File: config.mk
export PLATFORM = sky130hd
export DESIGN_NAME = tmr_top
export DESIGN_NICKNAME = d
export VERILOG_FILES = /design/src/logic/tmr_pkg.sv /design/src/logic/tmr_chan.sv /design/src/logic/tmr_top.sv
export SDC_FILE = /design/constraint.sdc
export NUM_CORES = 1
export LEC_CHECK = 0
export BUFFER_PORTS_ARGS = -buffer_cell sky130_fd_sc_hd__buf_4
export CELL_PAD_IN_SITES_DETAIL_PLACEMENT = 1
export CELL_PAD_IN_SITES_GLOBAL_PLACEMENT = 2
export CORE_UTILIZATION = 26
export DETAILED_ROUTE_END_ITERATION = 10
export HOLD_SLACK_MARGIN = 0.03
export PLACE_DENSITY = 0.76
export RECOVER_POWER = 25
export SETUP_SLACK_MARGIN = 0.05
export SLEW_MARGIN = 10
export SYNTH_ARGS = -nofsm -noshare
export SYNTH_HDL_FRONTEND = slang
export SYNTH_SLANG_ARGS = --single-unit
File: constraint.sdc
create_clock -name i_core_clk -period 1.7 [get_ports i_core_clk]
set_input_delay 0.17 -clock i_core_clk [delete_from_list [all_inputs] [get_ports i_core_clk]]
set_output_delay 0.17 -clock i_core_clk [all_outputs]
set_load 0.03 [all_outputs]
File: src/logic/tmr_pkg.sv
/*
 * Shared constants and types of the dual timer control and status block.
 * Assumes an APB master with 32-bit data and 8-bit timer counters outside.
 */
package tmr_pkg;
    // Bus shape
    localparam int ADDR_W = 8;
    localparam int DATA_W = 32;
    localparam int CNT_W = 8;
    // Register byte addresses
    localparam logic [ADDR_W-1:0] ADDR_Y_CTRL = 8'h00;
    localparam logic [ADDR_W-1:0] ADDR_X_CTRL = 8'h04;
    // Field positions in each control and status register
    localparam int REG_MSB = 7;
    localparam int FLAG_LSB = 4;
    localparam int OS_MSB = 3;
    localparam int OSB_LSB = 2;
    localparam int OSA_MSB = 1;
    // Positions inside the four-bit flag group
    localparam int F_MATCH_B = 3;
    localparam int F_MATCH_A = 2;
    localparam int F_OVF = 1;
    localparam int F_BIT4 = 0;
    // Flag bits that only a read-then-write can clear
    localparam logic [3:0] ARM_MASK_PLAIN = 4'hE;
    localparam logic [3:0] ARM_MASK_CAP = 4'hF;
    // Reset values
    localparam logic [7:0] REG_RST = 8'h00;
    localparam logic PIN_RST = 1'b0;
    // Counter wrap points
    localparam logic [CNT_W-1:0] CNT_MAX = 8'hFF;
    localparam logic [CNT_W-1:0] CNT_ZERO = 8'h00;
    // Output select codes
    localparam logic [1:0] OS_KEEP = 2'h0;
    localparam logic [1:0] OS_LOW = 2'h1;
    localparam logic [1:0] OS_HIGH = 2'h2;
    localparam logic [1:0] OS_TOGGLE = 2'h3;

    typedef enum logic {CAP_IDLE, CAP_HIGH} tmr_cap_e;

    typedef struct packed {
        logic psel;
        logic penable;
        logic pwrite;
        logic [ADDR_W-1:0] paddr;
        logic [DATA_W-1:0] pwdata;
    } tmr_apb_req_s;

    typedef struct packed {
        logic [DATA_W-1:0] prdata;
        logic pready;
        logic pslverr;
    } tmr_apb_rsp_s;

    typedef struct packed {
        logic [CNT_W-1:0] cnt;
        logic [CNT_W-1:0] cmp_a;
        logic [CNT_W-1:0] cmp_b;
    } tmr_cnt_s;

    typedef struct packed {
        logic [3:0] flag;
        logic [3:0] os;
        logic pin;
        logic [3:0] armed;
        logic eq_a;
        logic eq_b;
        logic [CNT_W-1:0] cnt_prev;
        logic primed;
    } tmr_chan_state_s;

    typedef struct packed {
        tmr_apb_rsp_s rsp;
        logic irq;
        tmr_cap_e cap;
        logic ext_prev;
    } tmr_top_state_s;

    localparam tmr_chan_state_s CHAN_RST = '{flag: REG_RST[REG_MSB:FLAG_LSB],
        os: REG_RST[OS_MSB:0], pin: PIN_RST, default: '0};
endpackage

File: src/logic/tmr_chan.sv
/*
 * One timer channel: match and overflow flags, bit 4, output selects, pin.
 * Assumes a synchronous reset copy and one-cycle register strobes from the top.
 */
`timescale 1ns/1ps
module tmr_chan #(
    parameter bit CAPTURE = 1'b0
) (
    // Clock and reset
    input wire logic i_clk,
    input wire logic i_rst_n,
    input wire logic i_en,
    // Counter and events
    input wire tmr_pkg::tmr_cnt_s i_cnt,
    input wire logic i_cap_evt,
    // Register access
    input wire logic i_wr,
    input wire logic i_rd,
    input wire logic [7:0] i_rd_data,
    input wire logic [7:0] i_wdata,
    // Outputs
    output logic [7:0] o_reg,
    output logic o_pin
);
    import tmr_pkg::*;

    tmr_chan_state_s s_reg;
    tmr_chan_state_s s_next;
    logic eq_a;
    logic eq_b;
    logic match_a;
    logic match_b;
    logic ovf_evt;
    logic [3:0] arm_mask;

    function automatic logic pin_apply(input logic pin, input logic [1:0] sel);
        logic r;
        r = pin;
        unique case (sel)
            OS_KEEP: r = pin;
            OS_LOW: r = 1'b0;
            OS_HIGH: r = 1'b1;
            OS_TOGGLE: r = !pin;
        endcase
        return r;
    endfunction

    // Matches act once on the cycle equality begins
    assign eq_a = i_cnt.cnt == i_cnt.cmp_a;
    assign eq_b = i_cnt.cnt == i_cnt.cmp_b;
    assign match_a = eq_a && !s_reg.eq_a;
    assign match_b = eq_b && !s_reg.eq_b;
    assign ovf_evt = s_reg.primed && s_reg.cnt_prev == CNT_MAX && i_cnt.cnt == CNT_ZERO;
    assign arm_mask = CAPTURE ? ARM_MASK_CAP : ARM_MASK_PLAIN;

    always_comb begin
        s_next = s_reg;
        if (i_en) begin
            s_next.eq_a = eq_a;
            s_next.eq_b = eq_b;
            s_next.cnt_prev = i_cnt.cnt;
            s_next.primed = 1'b1;
            if (i_rd) begin
                s_next.armed = s_reg.armed | (i_rd_data[REG_MSB:FLAG_LSB] & arm_mask);
            end
            if (i_wr) begin
                // Zero clears an armed flag, one is ignored
                s_next.flag = s_reg.flag & ~(~i_wdata[REG_MSB:FLAG_LSB] & s_reg.armed & arm_mask);
                if (!CAPTURE) begin
                    s_next.flag[F_BIT4] = i_wdata[FLAG_LSB];
                end
                s_next.os = i_wdata[OS_MSB:0];
                s_next.armed = 4'h0;
            end
            // Events override a clear in the same cycle
            s_next.flag[F_MATCH_B] = s_next.flag[F_MATCH_B] | match_b;
            s_next.flag[F_MATCH_A] = s_next.flag[F_MATCH_A] | match_a;
            s_next.flag[F_OVF] = s_next.flag[F_OVF] | ovf_evt;
            s_next.flag[F_BIT4] = s_next.flag[F_BIT4] | (CAPTURE & i_cap_evt);
            // B acts after A, so B wins on a shared cycle
            if (match_a) begin
                s_next.pin = pin_apply(s_next.pin, s_reg.os[OSA_MSB:0]);
            end
            if (match_b) begin
                s_next.pin = pin_apply(s_next.pin, s_reg.os[OS_MSB:OSB_LSB]);
            end
        end
    end

    always_ff @(posedge i_clk or negedge i_rst_n) begin
        if (!i_rst_n) begin
            s_reg <= CHAN_RST;
        end else begin
            s_reg <= s_next;
        end
    end

    assign o_reg = {s_reg.flag, s_reg.os};
    assign o_pin = s_reg.pin;
endmodule

File: src/logic/tmr_top.sv
/*
 * Dual timer control and status registers behind an APB slave.
 * Assumes counters and compare constants arrive from outside, synchronous
 * to i_core_clk, as does the external reset signal used for capture.
 */
// The APB register port and the register offsets were left to the implementer.
`timescale 1ns/1ps
// Notes on behaviour
// - Channel Y match B flag sets when counter Y equals constant B.
// - Channel Y match A flag sets when counter Y equals constant A.
// - Channel Y overflow flag sets when counter Y wraps from FF to 00.
// - A flag clears only after it was read as one, then written zero.
// - Writing one to any flag bit has no effect.
// - Channel Y bit 4 gates the capture interrupt request.
// - Match B updates pin Y per bits 3:2: keep, low, high, toggle.
// - Match A updates pin Y per bits 1:0: keep, low, high, toggle.
// - Channel X match B flag sets when counter X equals constant B.
// - Channel X match A flag sets when counter X equals constant A.
// - Channel X overflow flag sets when counter X wraps from FF to 00.
// - Capture flag sets after a rise then a fall of the external reset.
// - Capture flag clears only after read as one, then written zero.
// - Match B updates pin X per bits 3:2: keep, low, high, toggle.
// - Match A updates pin X per bits 1:0: keep, low, high, toggle.
module tmr_top (
    // Clock and reset
    input wire logic i_core_clk,
    input wire logic i_arst_n,
    input wire logic i_clk_en,
    // APB slave
    input wire tmr_pkg::tmr_apb_req_s i_apb,
    output tmr_pkg::tmr_apb_rsp_s o_apb,
    // Timer channel Y
    input wire tmr_pkg::tmr_cnt_s i_tmr_y,
    // Timer channel X
    input wire tmr_pkg::tmr_cnt_s i_tmr_x,
    input wire logic i_ext_reset,
    // Pins and request
    output logic o_timer_out_pin_y,
    output logic o_timer_out_pin_x,
    output logic o_capture_irq_request
);
    import tmr_pkg::*;

    logic [1:0] rst_sync_reg;
    logic rst_n;
    tmr_top_state_s s_reg;
    tmr_top_state_s s_next;
    logic sel_y;
    logic sel_x;
    logic mapped;
    logic setup;
    logic done;
    logic wr_y;
    logic wr_x;
    logic rd_y;
    logic rd_x;
    logic cap_evt;
    logic [7:0] y_reg;
    logic [7:0] x_reg;
    logic [7:0] rd_image;

    // Reset release through two flip-flops
    always_ff @(posedge i_core_clk or negedge i_arst_n) begin
        if (!i_arst_n) begin
            rst_sync_reg <= 2'h0;
        end else begin
            rst_sync_reg <= {rst_sync_reg[0], 1'b1};
        end
    end
    assign rst_n = rst_sync_reg[1];

    // Address decode
    assign sel_y = i_apb.paddr == ADDR_Y_CTRL;
    assign sel_x = i_apb.paddr == ADDR_X_CTRL;
    assign mapped = sel_y || sel_x;

    // Answer prepared while selected and not yet ready
    assign setup = i_clk_en && i_apb.psel && !s_reg.rsp.pready;
    // Access completes on the edge that sees pready
    assign done = i_clk_en && i_apb.psel && i_apb.penable && s_reg.rsp.pready;

    assign wr_y = done && i_apb.pwrite && sel_y;
    assign wr_x = done && i_apb.pwrite && sel_x;
    assign rd_y = done && !i_apb.pwrite && sel_y;
    assign rd_x = done && !i_apb.pwrite && sel_x;

    always_comb begin
        rd_image = 8'h00;
        if (sel_y) begin
            rd_image = y_reg;
        end else if (sel_x) begin
            rd_image = x_reg;
        end
    end

    // Rise then fall of the external reset signal
    assign cap_evt = i_clk_en && s_reg.cap == CAP_HIGH
        && s_reg.ext_prev && !i_ext_reset;

    always_comb begin
        s_next = s_reg;
        if (i_clk_en) begin
            s_next.ext_prev = i_ext_reset;
            unique case (s_reg.cap)
                CAP_IDLE: begin
                    if (i_ext_reset && !s_reg.ext_prev) begin
                        s_next.cap = CAP_HIGH;
                    end
                end
                CAP_HIGH: begin
                    if (cap_evt) begin
                        s_next.cap = CAP_IDLE;
                    end
                end
            endcase
            // Request follows flag and enable one cycle later
            s_next.irq = y_reg[FLAG_LSB] && x_reg[FLAG_LSB];
            if (setup) begin
                s_next.rsp.pready = 1'b1;
                s_next.rsp.pslverr = !mapped;
                s_next.rsp.prdata = {{(DATA_W-8){1'b0}}, rd_image};
            end
            if (done) begin
                s_next.rsp.pready = 1'b0;
                s_next.rsp.pslverr = 1'b0;
            end
        end
    end

    always_ff @(posedge i_core_clk or negedge rst_n) begin
        if (!rst_n) begin
            s_reg <= '{rsp: '0, irq: 1'b0, cap: CAP_IDLE, ext_prev: 1'b0};
        end else begin
            s_reg <= s_next;
        end
    end

    tmr_chan #(
        .CAPTURE(1'b0)
    ) u_chan_y (
        .i_clk(i_core_clk),
        .i_rst_n(rst_n),
        .i_en(i_clk_en),
        .i_cnt(i_tmr_y),
        .i_cap_evt(1'b0),
        .i_wr(wr_y),
        .i_rd(rd_y),
        .i_rd_data(s_reg.rsp.prdata[7:0]),
        .i_wdata(i_apb.pwdata[7:0]),
        .o_reg(y_reg),
        .o_pin(o_timer_out_pin_y)
    );

    tmr_chan #(
        .CAPTURE(1'b1)
    ) u_chan_x (
        .i_clk(i_core_clk),
        .i_rst_n(rst_n),
        .i_en(i_clk_en),
        .i_cnt(i_tmr_x),
        .i_cap_evt(cap_evt),
        .i_wr(wr_x),
        .i_rd(rd_x),
        .i_rd_data(s_reg.rsp.prdata[7:0]),
        .i_wdata(i_apb.pwdata[7:0]),
        .o_reg(x_reg),
        .o_pin(o_timer_out_pin_x)
    );

    assign o_apb = s_reg.rsp;
    assign o_capture_irq_request = s_reg.irq;
endmodule

# --- Word level (Yosys, flattened, before mapping) ---
# Index checks and enable logic that the tools add are counted.
totals:
  output_inout_bits: 37
  reg_bits: 62
  in_bits: 95
op_classes:
  n_eq_ne: 21
  reduce_logical: 53
  bitwise_logic: 17
  muxes: 25
op_table:
  columns: ["operator", "n"]
  rows:
  - ["8-bit 2-to-1 mux", 6]
  - ["8-bit == test", 4]
  - ["8-bit zero test", 3]
  - ["1-bit logical AND", 23]
  - ["4-bit bitwise AND", 4]
  - ["2-bit == test (second input constant)", 8]
  - ["8-bit == test (second input constant)", 2]
  - ["4-bit 2-to-1 mux", 4]
  - ["1-bit case mux with 4 select lines", 4]
  - ["1-bit zero test", 13]
  - ["4-bit NOT", 3]
  - ["2-bit AND reduction", 6]
  - ["2-bit by 1-bit == test with 1-bit output (second input constant)", 4]
  - ["8-bit by 3-bit == test with 1-bit output (second input constant)", 1]
  - ["2-bit zero test", 4]
  - ["1-bit 2-to-1 mux", 8]
  - ["4-bit OR", 2]
  - ["1-bit OR", 7]
  - ["2-bit nonzero test", 3]
  - ["2-bit 2-to-1 mux", 2]
  - ["2-bit by 1-bit != test with 1-bit output (second input constant)", 2]
  - ["1-bit case mux with 2 select lines", 1]
  - ["1-bit logical OR", 1]
  - ["1-bit NOT", 1]

# --- Logic depth before layout (Yosys ltp) ---
# Gate-level depths: netlist (run 1).
logic_depth:
  depth_word: 8
  depth_mapped: 7

# --- Cells and area by module ---
# From an unflattened synthesis (run 1), not the netlist that was laid out.
unflattened:
  cells_unflattened: 334
  hier_area_um2: 3555.9
modules_own_cells:
  columns: ["module", "seq_area_each_um2", "area_per_inst_um2", "n_inst", "cells_each"]
  rows:
  - ["tmr_chan at u_chan_y", 575.6, 1278.7, 1, 110]
  - ["tmr_chan at u_chan_x", 600.6, 1262.5, 1, 118]
  - ["tmr_top", 375.4, 1014.7, 1, 106]

# --- Worst setup path before layout (run 1) ---
# OpenSTA, ideal clock, no wires.
synth_timing:
  kind: "input port to flip-flop"
  startpoint: "in i_apb[37] (netlist bit)"
  endpoint: "reg u_chan_x.s_reg (netlist bit u_chan_x.o_reg[0])"
  path_slack_ps: -93
  required_time_ps: 1573
  setup_time_ps: 127
  cell_stages: 5
  arrival_time_ps: 1666
  path_cell_list: "or4_4 > nor4_4 > and2_4 > buf_6 > mux2_1"
synth_via:
  elab_chain_len: 4
synth_rtl:
  columns: ["item", "line_no", "rtl"]
  rows:
  - ["start: declaration", "tmr_top.sv:30", "input wire tmr_pkg::tmr_apb_req_s i_apb,"]
  - ["8-bit by 3-bit == test with 1-bit output", "tmr_top.sv:74", "assign sel_x = i_apb.paddr == ADDR_X_CTRL;"]
  - ["1-bit logical AND", "tmr_top.sv:83", "assign wr_x = done && i_apb.pwrite && sel_x;"]
  - ["2-bit by 1-bit != test with 1-bit output (no line)", null, null]
  - ["2-bit AND reduction (no line)", null, null]
  - ["end signal: assignment", "tmr_chan.sv:94", "s_reg <= s_next;"]
  - ["end: declaration", "tmr_chan.sv:27", "tmr_chan_state_s s_reg;"]
# No other way between the ends.
# A chain may end at the register's enable or synchronous reset.

# --- Worst setup path in the final report (run 1) ---
layout_timing:
  startpoint: "reg s_reg (netlist bit o_apb[1])"
  endpoint: "reg u_chan_x.s_reg (netlist bit u_chan_x.o_reg[3])"
layout_via:
  elab_chain_len: 5
layout_rtl:
  columns: ["item", "line_no", "rtl"]
  rows:
  - ["start: declaration", "tmr_top.sv:46", "tmr_top_state_s s_reg;"]
  - ["start signal: assignment", "tmr_top.sv:132", "s_reg <= '{rsp: '0, irq: 1'b0, cap: CAP_IDLE, ext_prev: 1'b0};"]
  - ["start signal: assignment", "tmr_top.sv:134", "s_reg <= s_next;"]
  - ["1-bit logical AND", "tmr_top.sv:80", "assign done = i_clk_en && i_apb.psel && i_apb.penable && s_reg.rsp.pready;"]
  - ["1-bit logical AND (2 in series)", "tmr_top.sv:83", null]
  - ["2-bit by 1-bit != test with 1-bit output (no line)", null, null]
  - ["2-bit AND reduction (no line)", null, null]
# No other way between the ends.

==> impl_metrics.toml, run 1 <==
[cts]
cts_made_buffers = 9
max-clock-path-buffers = 2
number_of_levels_in_the_clock_h_tree = 3
clock-root-buffer = "sky130_fd_sc_hd__clkbuf_16"
clk-insertion-delay-late_ns = 0.32
tritoncts_num_sinks = 61
clock_edge_transition_at_the_registers_on_the_reported_setup_and_hold_paths_ns = 0.05
tritoncts = "built"

[global_routing]
first_global_vias = 2765
global_route_wire_length_before_repair_um = 14490
antenna_found_initial = 0
grt_max_degree = 24
globalRouteOverflowTotal = 0
grt_use_total_pct = 14.59

[timing]
setup_slack_after_layout_ns = 0.08267
timing.final.hold_violations = 0
drv_slew = 0
worst_hold_slack_ns = 0.06526
tightestPinTransition_ns = 1.104
layout_worst_path_cycle_share_pct = 95.14
rsz0062_at_grt = "true"
achievable-frequency_mhz = 618.3
slew_margin_rel_pct = 26.43
post-route-min-period_ns = 1.617
final-setup-viol-count = 0
timing.setup.tns_ns = 0
clock_skew_ns = 0.005845

[worst_setup_path]
worstPathArrival_ns = 1.82
worstSetupEndpointType = "flip-flop"
timing_worst_setup_path_type = "reg2reg"
startpoint = "o_apb[1]"
reg2reg_to = "u_chan_x.o_reg[3]"
crit_fanout = 6
reg2reg_from = "o_apb[1]"
rr_worst_depth = 4
critical_path_launch_point_type = "flip-flop"
r2r_setup_slack_ns = 0.08
cp_data_required_time_ns = 1.90

[logic_synthesis]
postSynthAreaPerCell_um2 = 10.46
synth.yosys.seq_area_share_pct = 46.18
ys_warn_count = 0
synth.ff_latch_count = 61
synthCells = 316
number_of_enable_type_register_cells_in_the_synthesized_netlist = 0
synth.lib_cells_used.distinct = 50
async_reset_ff_share_pct = 100.0
synth_top_flop_cell = "sky130_fd_sc_hd__dfrtp_1"
post_synth_instance_area_um2 = 3306

[flow_run]
drv_cap = 0

[cells_and_area]
largest_reg_flops = 15
net_count_reported_at_finish = 513
synthToLayoutAreaGrowth_pct = 35.12
fillers = 1416
top_library_cells_by_usage_in_the_layout_fill_and_taps_aside = "sky130_fd_sc_hd__buf_4, sky130_fd_sc_hd__dfrtp_1, sky130_fd_sc_hd__nand2_1, sky130_fd_sc_hd__conb_1, sky130_fd_sc_hd__xnor2_1"
fraction_of_layout_instances_using_a_drive_strength_above_1_pct = 36.73
most_common_cell_after_layout_fill_and_taps_aside = "sky130_fd_sc_hd__buf_4"
antenna_cells_inserted = 0

[placement]
dp_worst_setup_slack_ns = -0.1447
dp_hpwl_um = 7111
place.gp.congestion = 0.8035
port_buffers = 83

[pwr]
p_leak_nw = 2.063
fin_total_pwr_mw = 3.911
power_density_nw_per_um2 = 875.6
irDropWorstVdd_v = 0.0004543

[floorplanning]
dieArea_um2 = 13170
die_y_um = 114.8
placementRows = 40
initial_utilization_pct = 27.07
ioPinCount = 132
placeableCoreArea_um2 = 12210
chipWidth_um = 114.8

[worst_hold_path]
holdPathEnd = "u_chan_y.o_reg[4]"
worstHoldPathCells = 3
worstHoldPathType = "in2reg"
holdCritStartpoint = "i_apb[4]"

[route]
routed_via_count = 2640
drt-vias-per-instance = 4.475
route.final.wire_length_um = 9107
total_iterations_of_the_first_detailed_routing_run = 4
post-route-drc-count = 0
routed-wl-met3_um = 432
route.met2.wl_um = 4586
top_layer_used = "met4"
routedWlPerCell_um = 15.44
drtAntennaViolNets = 0
drtIter0Drc = 87
wirelength_met1_um = 3980

[run_status]
run_status = "finished clean"
==> synth_stat cells, drive strengths merged (2+ instances only) <==
library cell | count | area share, %
xor2 | 12 | 3.2
conb | 2 | 0.23
xnor2 | 20 | 5.3
nor3 | 5 | 0.76
buf | 41 | 8.9
nand2b | 2 | 0.38
a211oi | 2 | 0.45
nand4 | 10 | 1.9
mux2 | 20 | 6.8
nand3 | 5 | 0.76
o41ai | 3 | 0.79
and2 | 2 | 0.45
nor2 | 11 | 1.2
mux2i | 9 | 2.7
dfrtp | 61 | 46
clkbuf | 2 | 0.23
a22o | 2 | 0.53
o31ai | 9 | 2.0
or4b | 3 | 0.91
o21ai | 11 | 1.7
a21oi | 10 | 1.5
or2 | 3 | 0.57
nand3b | 6 | 1.4
nand2 | 27 | 3.1
nor2b | 3 | 0.57
inv | 11 | 1.2
or4 | 2 | 0.57
nor4 | 8 | 2.2
==> logic make-up (layout without fill, tap and decap cells) <==
group                  after synthesis  in the layout  synth area share (%)
AND/OR/NAND/NOR                     91             92                 15.56
XOR/XNOR                            32             32                 8.478
flip-flops                          61             61                 46.18
buffers and inverters               54            136                 10.33
multiplexers                        29             29                 9.538
AO/OA/AOI/OAI                       47             47                 9.690
other                                2             25                0.2272
==> metrics by stage <==
stage                     utilization [%]  area, um^2  instances
after detailed placement            33.83        4131        571
after CTS                           36.37        4442        587
after global placement              33.83        4131        571
after floorplan                         -        3393        339
final                               36.58        4467        590
after global routing                36.58        4467        590
==> routing by layer <==
| layer | vias up | global-route usage, % |
|---|---|---|
| li1 | 1263 | - |
| met1 | 1296 | 18.49 |
| met2 | 71 | 25.01 |
| met3 | 10 | 3.374 |
| met4 | 0 | 3.896 |
| met5 | - | 0 |
==> worst max-delay path by stage <==
stage	end	slack, ns	cells after the start
floorplan	u_chan_x.o_reg[0]	-0.09	5
global placement	u_chan_x.o_reg[3]	-0.11	5
detailed placement	u_chan_y.o_reg[5]	-0.14	6
CTS	u_chan_x.o_reg[3]	0.03	4
global route	u_chan_x.o_reg[3]	-0.02	4
finish	u_chan_x.o_reg[3]	0.08	4
==> where the power goes <==
part	leakage [nW]	total, mW	internal, mW	switching, mW
clock network	0.137	1.72	1.09	0.625
registers	0.773	1.59	1.53	0.0594
logic	1.15	0.601	0.284	0.318
total	2.06	3.91	2.91	1.00
==> repair_timing <==
action | in CTS | in global routing
hold buffers | 1 | 0
buffers inserted | 0 | 2
endpoints found under the hold margin | 2 | 0
setup endpoints to repair | 3 | 16
pin swaps | 0 | 5
resized for setup | 2 | 3
cloned | 0 | 1
==> final cells by class <==
cell class	instances	area [um^2]	area share (%)
Multi-Input combinational cell	225	1555	34.82
Sequential cell	61	1526	34.17
Timing Repair Buffer	110	847.1	18.96
Clock buffer	12	266.5	5.966
Tap cell	168	210.2	4.706
Inverter	11	41.29	0.9244
Clock inverter	3	20.02	0.4482
==> worst max-delay path, stage by stage (launching register included) <==
cell and delay (ns):
sky130_fd_sc_hd__dfrtp_1 0.34, sky130_fd_sc_hd__nand4_1 0.22, sky130_fd_sc_hd__nor4_4 0.34, sky130_fd_sc_hd__and2_4 0.25
sky130_fd_sc_hd__mux2_2 0.34
No activity file was read; power rests on OpenSTA's default activity.
==> run 2, diff against run 1 <==
- CELL_PAD_IN_SITES_DETAIL_PLACEMENT: 1 -> 0
==> run 2 against run 1 <==
Against the previous run: worst setup slack improved by 0.021 ns; sequential power barely moved; design area rose by 0.14%; first-iteration DRC count fell by 15%; register-to-register slack improved by 0.02 ns; critical path type unchanged; critical endpoint unchanged; clock skew fell by 0.0014 ns.
==> impl_metrics.toml, run 2 (synthesized netlist as in run 1, its figures left out) <==
[worst_setup_path]
cp_slowest_stage_delay_ns = 0.34
cp_data_required_time_ns = 1.90
reg2reg_from = "o_apb[1]"
worstSetupEndpointType = "flip-flop"
critical_path_launch_point_type = "flip-flop"
path_cells = "nand4_1 -> buf_4 -> nor4_4 -> and2_4 -> mux2_2"
reg2reg_to = "u_chan_x.o_reg[3]"
critical_path_buf_inv_count = 1
timing_worst_setup_path_type = "reg2reg"
rr_worst_depth = 5
crit_slowest_cell = "sky130_fd_sc_hd__dfrtp_1"
worst_path_dominant_cell_family = "simple AND/OR/NAND/NOR gates"
worstPathArrival_ns = 1.80
crit_fanout = 11
r2r_setup_slack_ns = 0.10

[flow_run]
drv_cap = 0

[timing]
drv_slew = 0
tightestPinTransition_ns = 1.099
rsz0062_at_grt = "false"
layout_worst_path_cycle_share_pct = 93.88
timing.setup.tns_ns = 0
worst_hold_slack_ns = 0.06569
final-setup-viol-count = 0
slew_margin_rel_pct = 26.72
clock_skew_ns = 0.004444
post-route-min-period_ns = 1.596
achievable-frequency_mhz = 626.6
timing.final.hold_violations = 0

[cells_and_area]
filler_free_cell_count_of_the_finished_design = 589
antenna_cells_inserted = 0
fraction_of_layout_instances_using_a_drive_strength_above_1_pct = 35.63
top_library_cells_by_usage_in_the_layout_fill_and_taps_aside = "sky130_fd_sc_hd__buf_4, sky130_fd_sc_hd__dfrtp_1, sky130_fd_sc_hd__nand2_1, sky130_fd_sc_hd__conb_1, sky130_fd_sc_hd__xnor2_1"
net_count_reported_at_finish = 511
layout.core_utilization_pct = 36.63
largest_reg_flops = 15
synthToLayoutAreaGrowth_pct = 35.31
most_common_cell_after_layout_fill_and_taps_aside = "sky130_fd_sc_hd__buf_4"

[route]
route.final.wire_length_um = 8448
routed_via_count = 2582
routedWlPerCell_um = 14.34
post-route-drc-count = 0
drtIter0Drc = 74
drt-vias-per-instance = 4.384
total_iterations_of_the_first_detailed_routing_run = 4
drtAntennaViolNets = 0

[cts]
clk-insertion-delay-late_ns = 0.32
clock-root-buffer = "sky130_fd_sc_hd__clkbuf_16"
cts_made_buffers = 9
tritoncts = "built"
clock_edge_transition_at_the_registers_on_the_reported_setup_and_hold_paths_ns = 0.05
number_of_levels_in_the_clock_h_tree = 3
max-clock-path-buffers = 2
tritoncts_num_sinks = 61

[placement]
dp_hpwl_um = 6664
place.gp.congestion = 0.8035
port_buffers = 83
dpl.cell_count = 571

[floorplanning]
die_y_um = 114.8
ioPinCount = 132
placementRows = 40
initial_utilization_pct = 27.07
chipWidth_um = 114.8
dieArea_um2 = 13170
placeableCoreArea_um2 = 12210

[global_routing]
globalRouteOverflowTotal = 0
grt_max_degree = 24
first_global_vias = 2573
global_route_wire_length_before_repair_um = 13290
grt_use_total_pct = 13.53
antenna_found_initial = 0

[worst_hold_path]
holdCritStartpoint = "i_apb[0]"
worstHoldPathCells = 3
holdPathEnd = "u_chan_y.o_reg[0]"
worstHoldPathType = "in2reg"

[pwr]
p_leak_nw = 2.056
power_density_nw_per_um2 = 913.1
irDropWorstVdd_v = 0.0005388

[run_status]
run_status = "finished clean"
## run 2: cell count changes in the layout (fill, tap and decap cells not counted), sizes merged
cell / before / now
clkinvlp: 2 / 1
buf: 107 / 104
clkbuf: 14 / 16
and2: 3 / 2
bufinv: 0 / 2
## run 2: final cells by class
class                           instances  area [um^2]
Inverter                               11        41.29
Clock inverter                          4        72.57
Sequential cell                        61         1526
Multi-Input combinational cell        224         1554
Clock buffer                           12        236.5
Fill cell                            1238         7739
Timing Repair Buffer                  109        832.0
Tap cell                              168        210.2
## run 2: per-stage QoR
| step | power (mW) | setup slack (ns) | cell area [um^2] |
|---|---|---|---|
| 6_report | 4.084 | 0.1040 | 4473 |
| 5_1_grt | 4.271 | 0.04370 | 4473 |
| 4_1_cts | 4.142 | 0.03869 | 4456 |
| 3_5_place_dp | 2.216 | -0.1400 | 4131 |
| 3_3_place_gp | 2.202 | -0.1104 | 4131 |
| 2_1_floorplan | 1.983 | -0.09307 | 3393 |
## run 2: power breakdown
group          internal (mW)  leakage [nW]  total, mW  switching [mW]
combinational          0.283          1.14      0.596           0.314
clock                   1.28         0.147       1.90           0.617
sequential              1.53         0.773       1.59          0.0572
## run 2: per-layer routing
metal	track usage (%)	vias up	part of all wire [%]
met5	0	-	0
met4	4.675	0	1.2
met3	3.163	10	4.3
met2	23.15	67	50
met1	16.78	1247	44
li1	-	1258	-
## run 2: worst max-delay path by stage
stage,endpoint,startpoint,slack (ns),cells past startpoint
finish,u_chan_x.o_reg[3],o_apb[1],0.10,5
global placement,u_chan_x.o_reg[3],i_apb[37],-0.11,5
detailed placement,u_chan_y.o_reg[7],i_apb[37],-0.14,6
floorplan,u_chan_x.o_reg[0],i_apb[37],-0.09,5
global route,u_chan_x.o_reg[3],o_apb[1],0.04,5
CTS,u_chan_y.o_reg[5],o_apb[1],0.04,5
## run 2: what timing repair did
action	CTS	global route
setup buffers	0	1
endpoints found under the setup margin	2	16
gates resized for setup	1	4
hold buffers	1	0
pin swaps	0	3
endpoints found under the hold margin	2	0
## run 2: worst register-to-register path, cell delays in order (launching register included)
cell,delay [ns]
sky130_fd_sc_hd__dfrtp_1,0.34
sky130_fd_sc_hd__nand4_1,0.08
sky130_fd_sc_hd__buf_4,0.18
sky130_fd_sc_hd__nor4_4,0.26
sky130_fd_sc_hd__and2_4,0.26
sky130_fd_sc_hd__mux2_2,0.35
==> run 3, diff against run 2 <==
- CORE_ASPECT_RATIO: not set -> 1.75
==> run 3 against run 2 <==
Against the previous run: clock-buffer cell count up 1; worst hold slack worse by 0.0073 ns; global-route usage rose by 0.38 points; clock skew rose by 0.00092 ns; critical endpoint unchanged; utilization decreased by 0.86 points; combinational power about the same; total power down 1.1%; register-to-register slack better by 0.07 ns.
==> impl_metrics.toml, run 3 (synthesized netlist as in run 1, its figures left out) <==
[run_status]
run_status = "finished clean"

[global_routing]
globalRouteOverflowTotal = 0
global_route_wire_length_before_repair_um = 13590
first_global_vias = 2764
antenna_found_initial = 0
grt_max_degree = 60
grt_use_total_pct = 13.91

[route]
total_iterations_of_the_first_detailed_routing_run = 4
route.final.wire_length_um = 8408
routedWlPerCell_um = 14.35
drt-vias-per-instance = 4.413
post-route-drc-count = 0
drtAntennaViolNets = 0
drtIter0Drc = 136
routed_via_count = 2586

[cells_and_area]
top_library_cells_by_usage_in_the_layout_fill_and_taps_aside = "sky130_fd_sc_hd__buf_4, sky130_fd_sc_hd__dfrtp_1, sky130_fd_sc_hd__nand2_1, sky130_fd_sc_hd__conb_1, sky130_fd_sc_hd__xnor2_1"
largest_reg_flops = 15
most_common_cell_after_layout_fill_and_taps_aside = "sky130_fd_sc_hd__buf_4"
net_count_reported_at_finish = 508
synthToLayoutAreaGrowth_pct = 34.52
fraction_of_layout_instances_using_a_drive_strength_above_1_pct = 36.12
antenna_cells_inserted = 0

[cts]
clock_edge_transition_at_the_registers_on_the_reported_setup_and_hold_paths_ns = 0.05
max-clock-path-buffers = 2
tritoncts_num_sinks = 61
tritoncts = "built"
number_of_levels_in_the_clock_h_tree = 3
clock-root-buffer = "sky130_fd_sc_hd__clkbuf_16"
clk-insertion-delay-late_ns = 0.32
cts_made_buffers = 9

[placement]
place.gp.congestion = 0.7385
port_buffers = 83
dp_hpwl_um = 6685

[floorplanning]
die_y_um = 151.2
ioPinCount = 132
placeableCoreArea_um2 = 12430
dieArea_um2 = 13190
placementRows = 54
initial_utilization_pct = 26.59
chipWidth_um = 87.24

[worst_setup_path]
worstPathArrival_ns = 1.75
timing_worst_setup_path_type = "in2reg"
critical_path_launch_point_type = "primary input"
rr_worst_depth = 5
reg2reg_from = "o_apb[1]"
path_cells = "buf_4 -> or4_4 -> nor4_4 -> and2_4 -> mux2_2"
worstSetupEndpointType = "flip-flop"
r2r_setup_slack_ns = 0.17
reg2reg_to = "u_chan_x.o_reg[3]"
worst_path_dominant_cell_family = "simple AND/OR/NAND/NOR gates"
crit_fanout = 8
crit_slowest_cell = "sky130_fd_sc_hd__or4_4"
critical_path_buf_inv_count = 1
cp_slowest_stage_delay_ns = 0.57
cp_data_required_time_ns = 1.91

[timing]
final-setup-viol-count = 0
rsz0062_at_grt = "false"
slew_margin_rel_pct = 45.51
achievable-frequency_mhz = 646.9
layout_worst_path_cycle_share_pct = 90.93
timing.final.hold_violations = 0
timing.setup.tns_ns = 0
tightestPinTransition_ns = 0.8173
drv_slew = 0
worst_hold_slack_ns = 0.05839
post-route-min-period_ns = 1.546
clock_skew_ns = 0.005360

[pwr]
irDropWorstVdd_v = 0.0004552
p_leak_nw = 2.045
power_density_nw_per_um2 = 908.2

[worst_hold_path]
worstHoldPathType = "in2reg"
holdPathEnd = "u_chan_y.o_reg[0]"
worstHoldPathCells = 3
holdCritStartpoint = "i_apb[0]"

[flow_run]
drv_cap = 0
[run 3: layout make-up]
type	instances	area, um^2
flip-flops and latches	61	1528
inverters	11	41.29
well taps	168	210.2
clock buffers	13	270.3
fillers	1325	7985
clock inverters	3	42.54
multi-input cells	224	1548
repair buffers	106	807.0
[run 3: where the power goes]
group | internal [mW] | switching [mW] | leakage (nW)
combinational | 0.276 | 0.320 | 1.12
sequential | 1.53 | 0.0439 | 0.772
clock | 1.25 | 0.615 | 0.152
total | 3.06 | 0.979 | 2.04
[run 3: stage by stage]
stage	instance area [um^2]	cells	setup slack, ns	util [%]	total power [mW]
6_report	4447	586	0.1542	35.77	4.039
5_1_grt	4447	586	0.05633	35.77	4.212
4_1_cts	4437	585	0.06786	35.69	4.096
3_5_place_dp	4109	568	-0.1327	33.05	2.204
3_3_place_gp	4109	568	-0.1070	33.05	2.190
2_1_floorplan	3393	339	-0.09307	-	1.983
[run 3: timing repair]
item | 4_1_cts | 5_1_grt
gates resized for setup | 1 | 3
setup endpoints to repair | 3 | 9
hold buffers | 1 | 0
buffers inserted | 0 | 1
hold endpoints to repair | 2 | 0
pin swaps | 3 | 2
[run 3: worst max-delay path by stage]
stage / from / to / slack [ns] / cells past startpoint
after floorplan: i_apb[37] / u_chan_x.o_reg[0] / -0.09 / 5
after global placement: i_apb[37] / u_chan_x.o_reg[2] / -0.11 / 5
after detailed placement: i_apb[37] / u_chan_x.o_reg[3] / -0.13 / 5
after CTS: o_apb[1] / u_chan_y.o_reg[5] / 0.07 / 5
after global routing: o_apb[1] / u_chan_x.o_reg[6] / 0.06 / 7
final: i_apb[37] / u_chan_x.o_reg[3] / 0.15 / 5
[run 3: routing by layer]
layer	global-route usage, %	part of all wire [%]
met1	15.25	38
met2	25.55	56
met3	2.125	3.9
met4	6.967	2.4
met5	0	0
[run 3: tightest hold or removal path: stages]
cell and delay (ns):
sky130_fd_sc_hd__buf_4 0.08, sky130_fd_sc_hd__nand2_1 0.04, sky130_fd_sc_hd__nand2_1 0.05
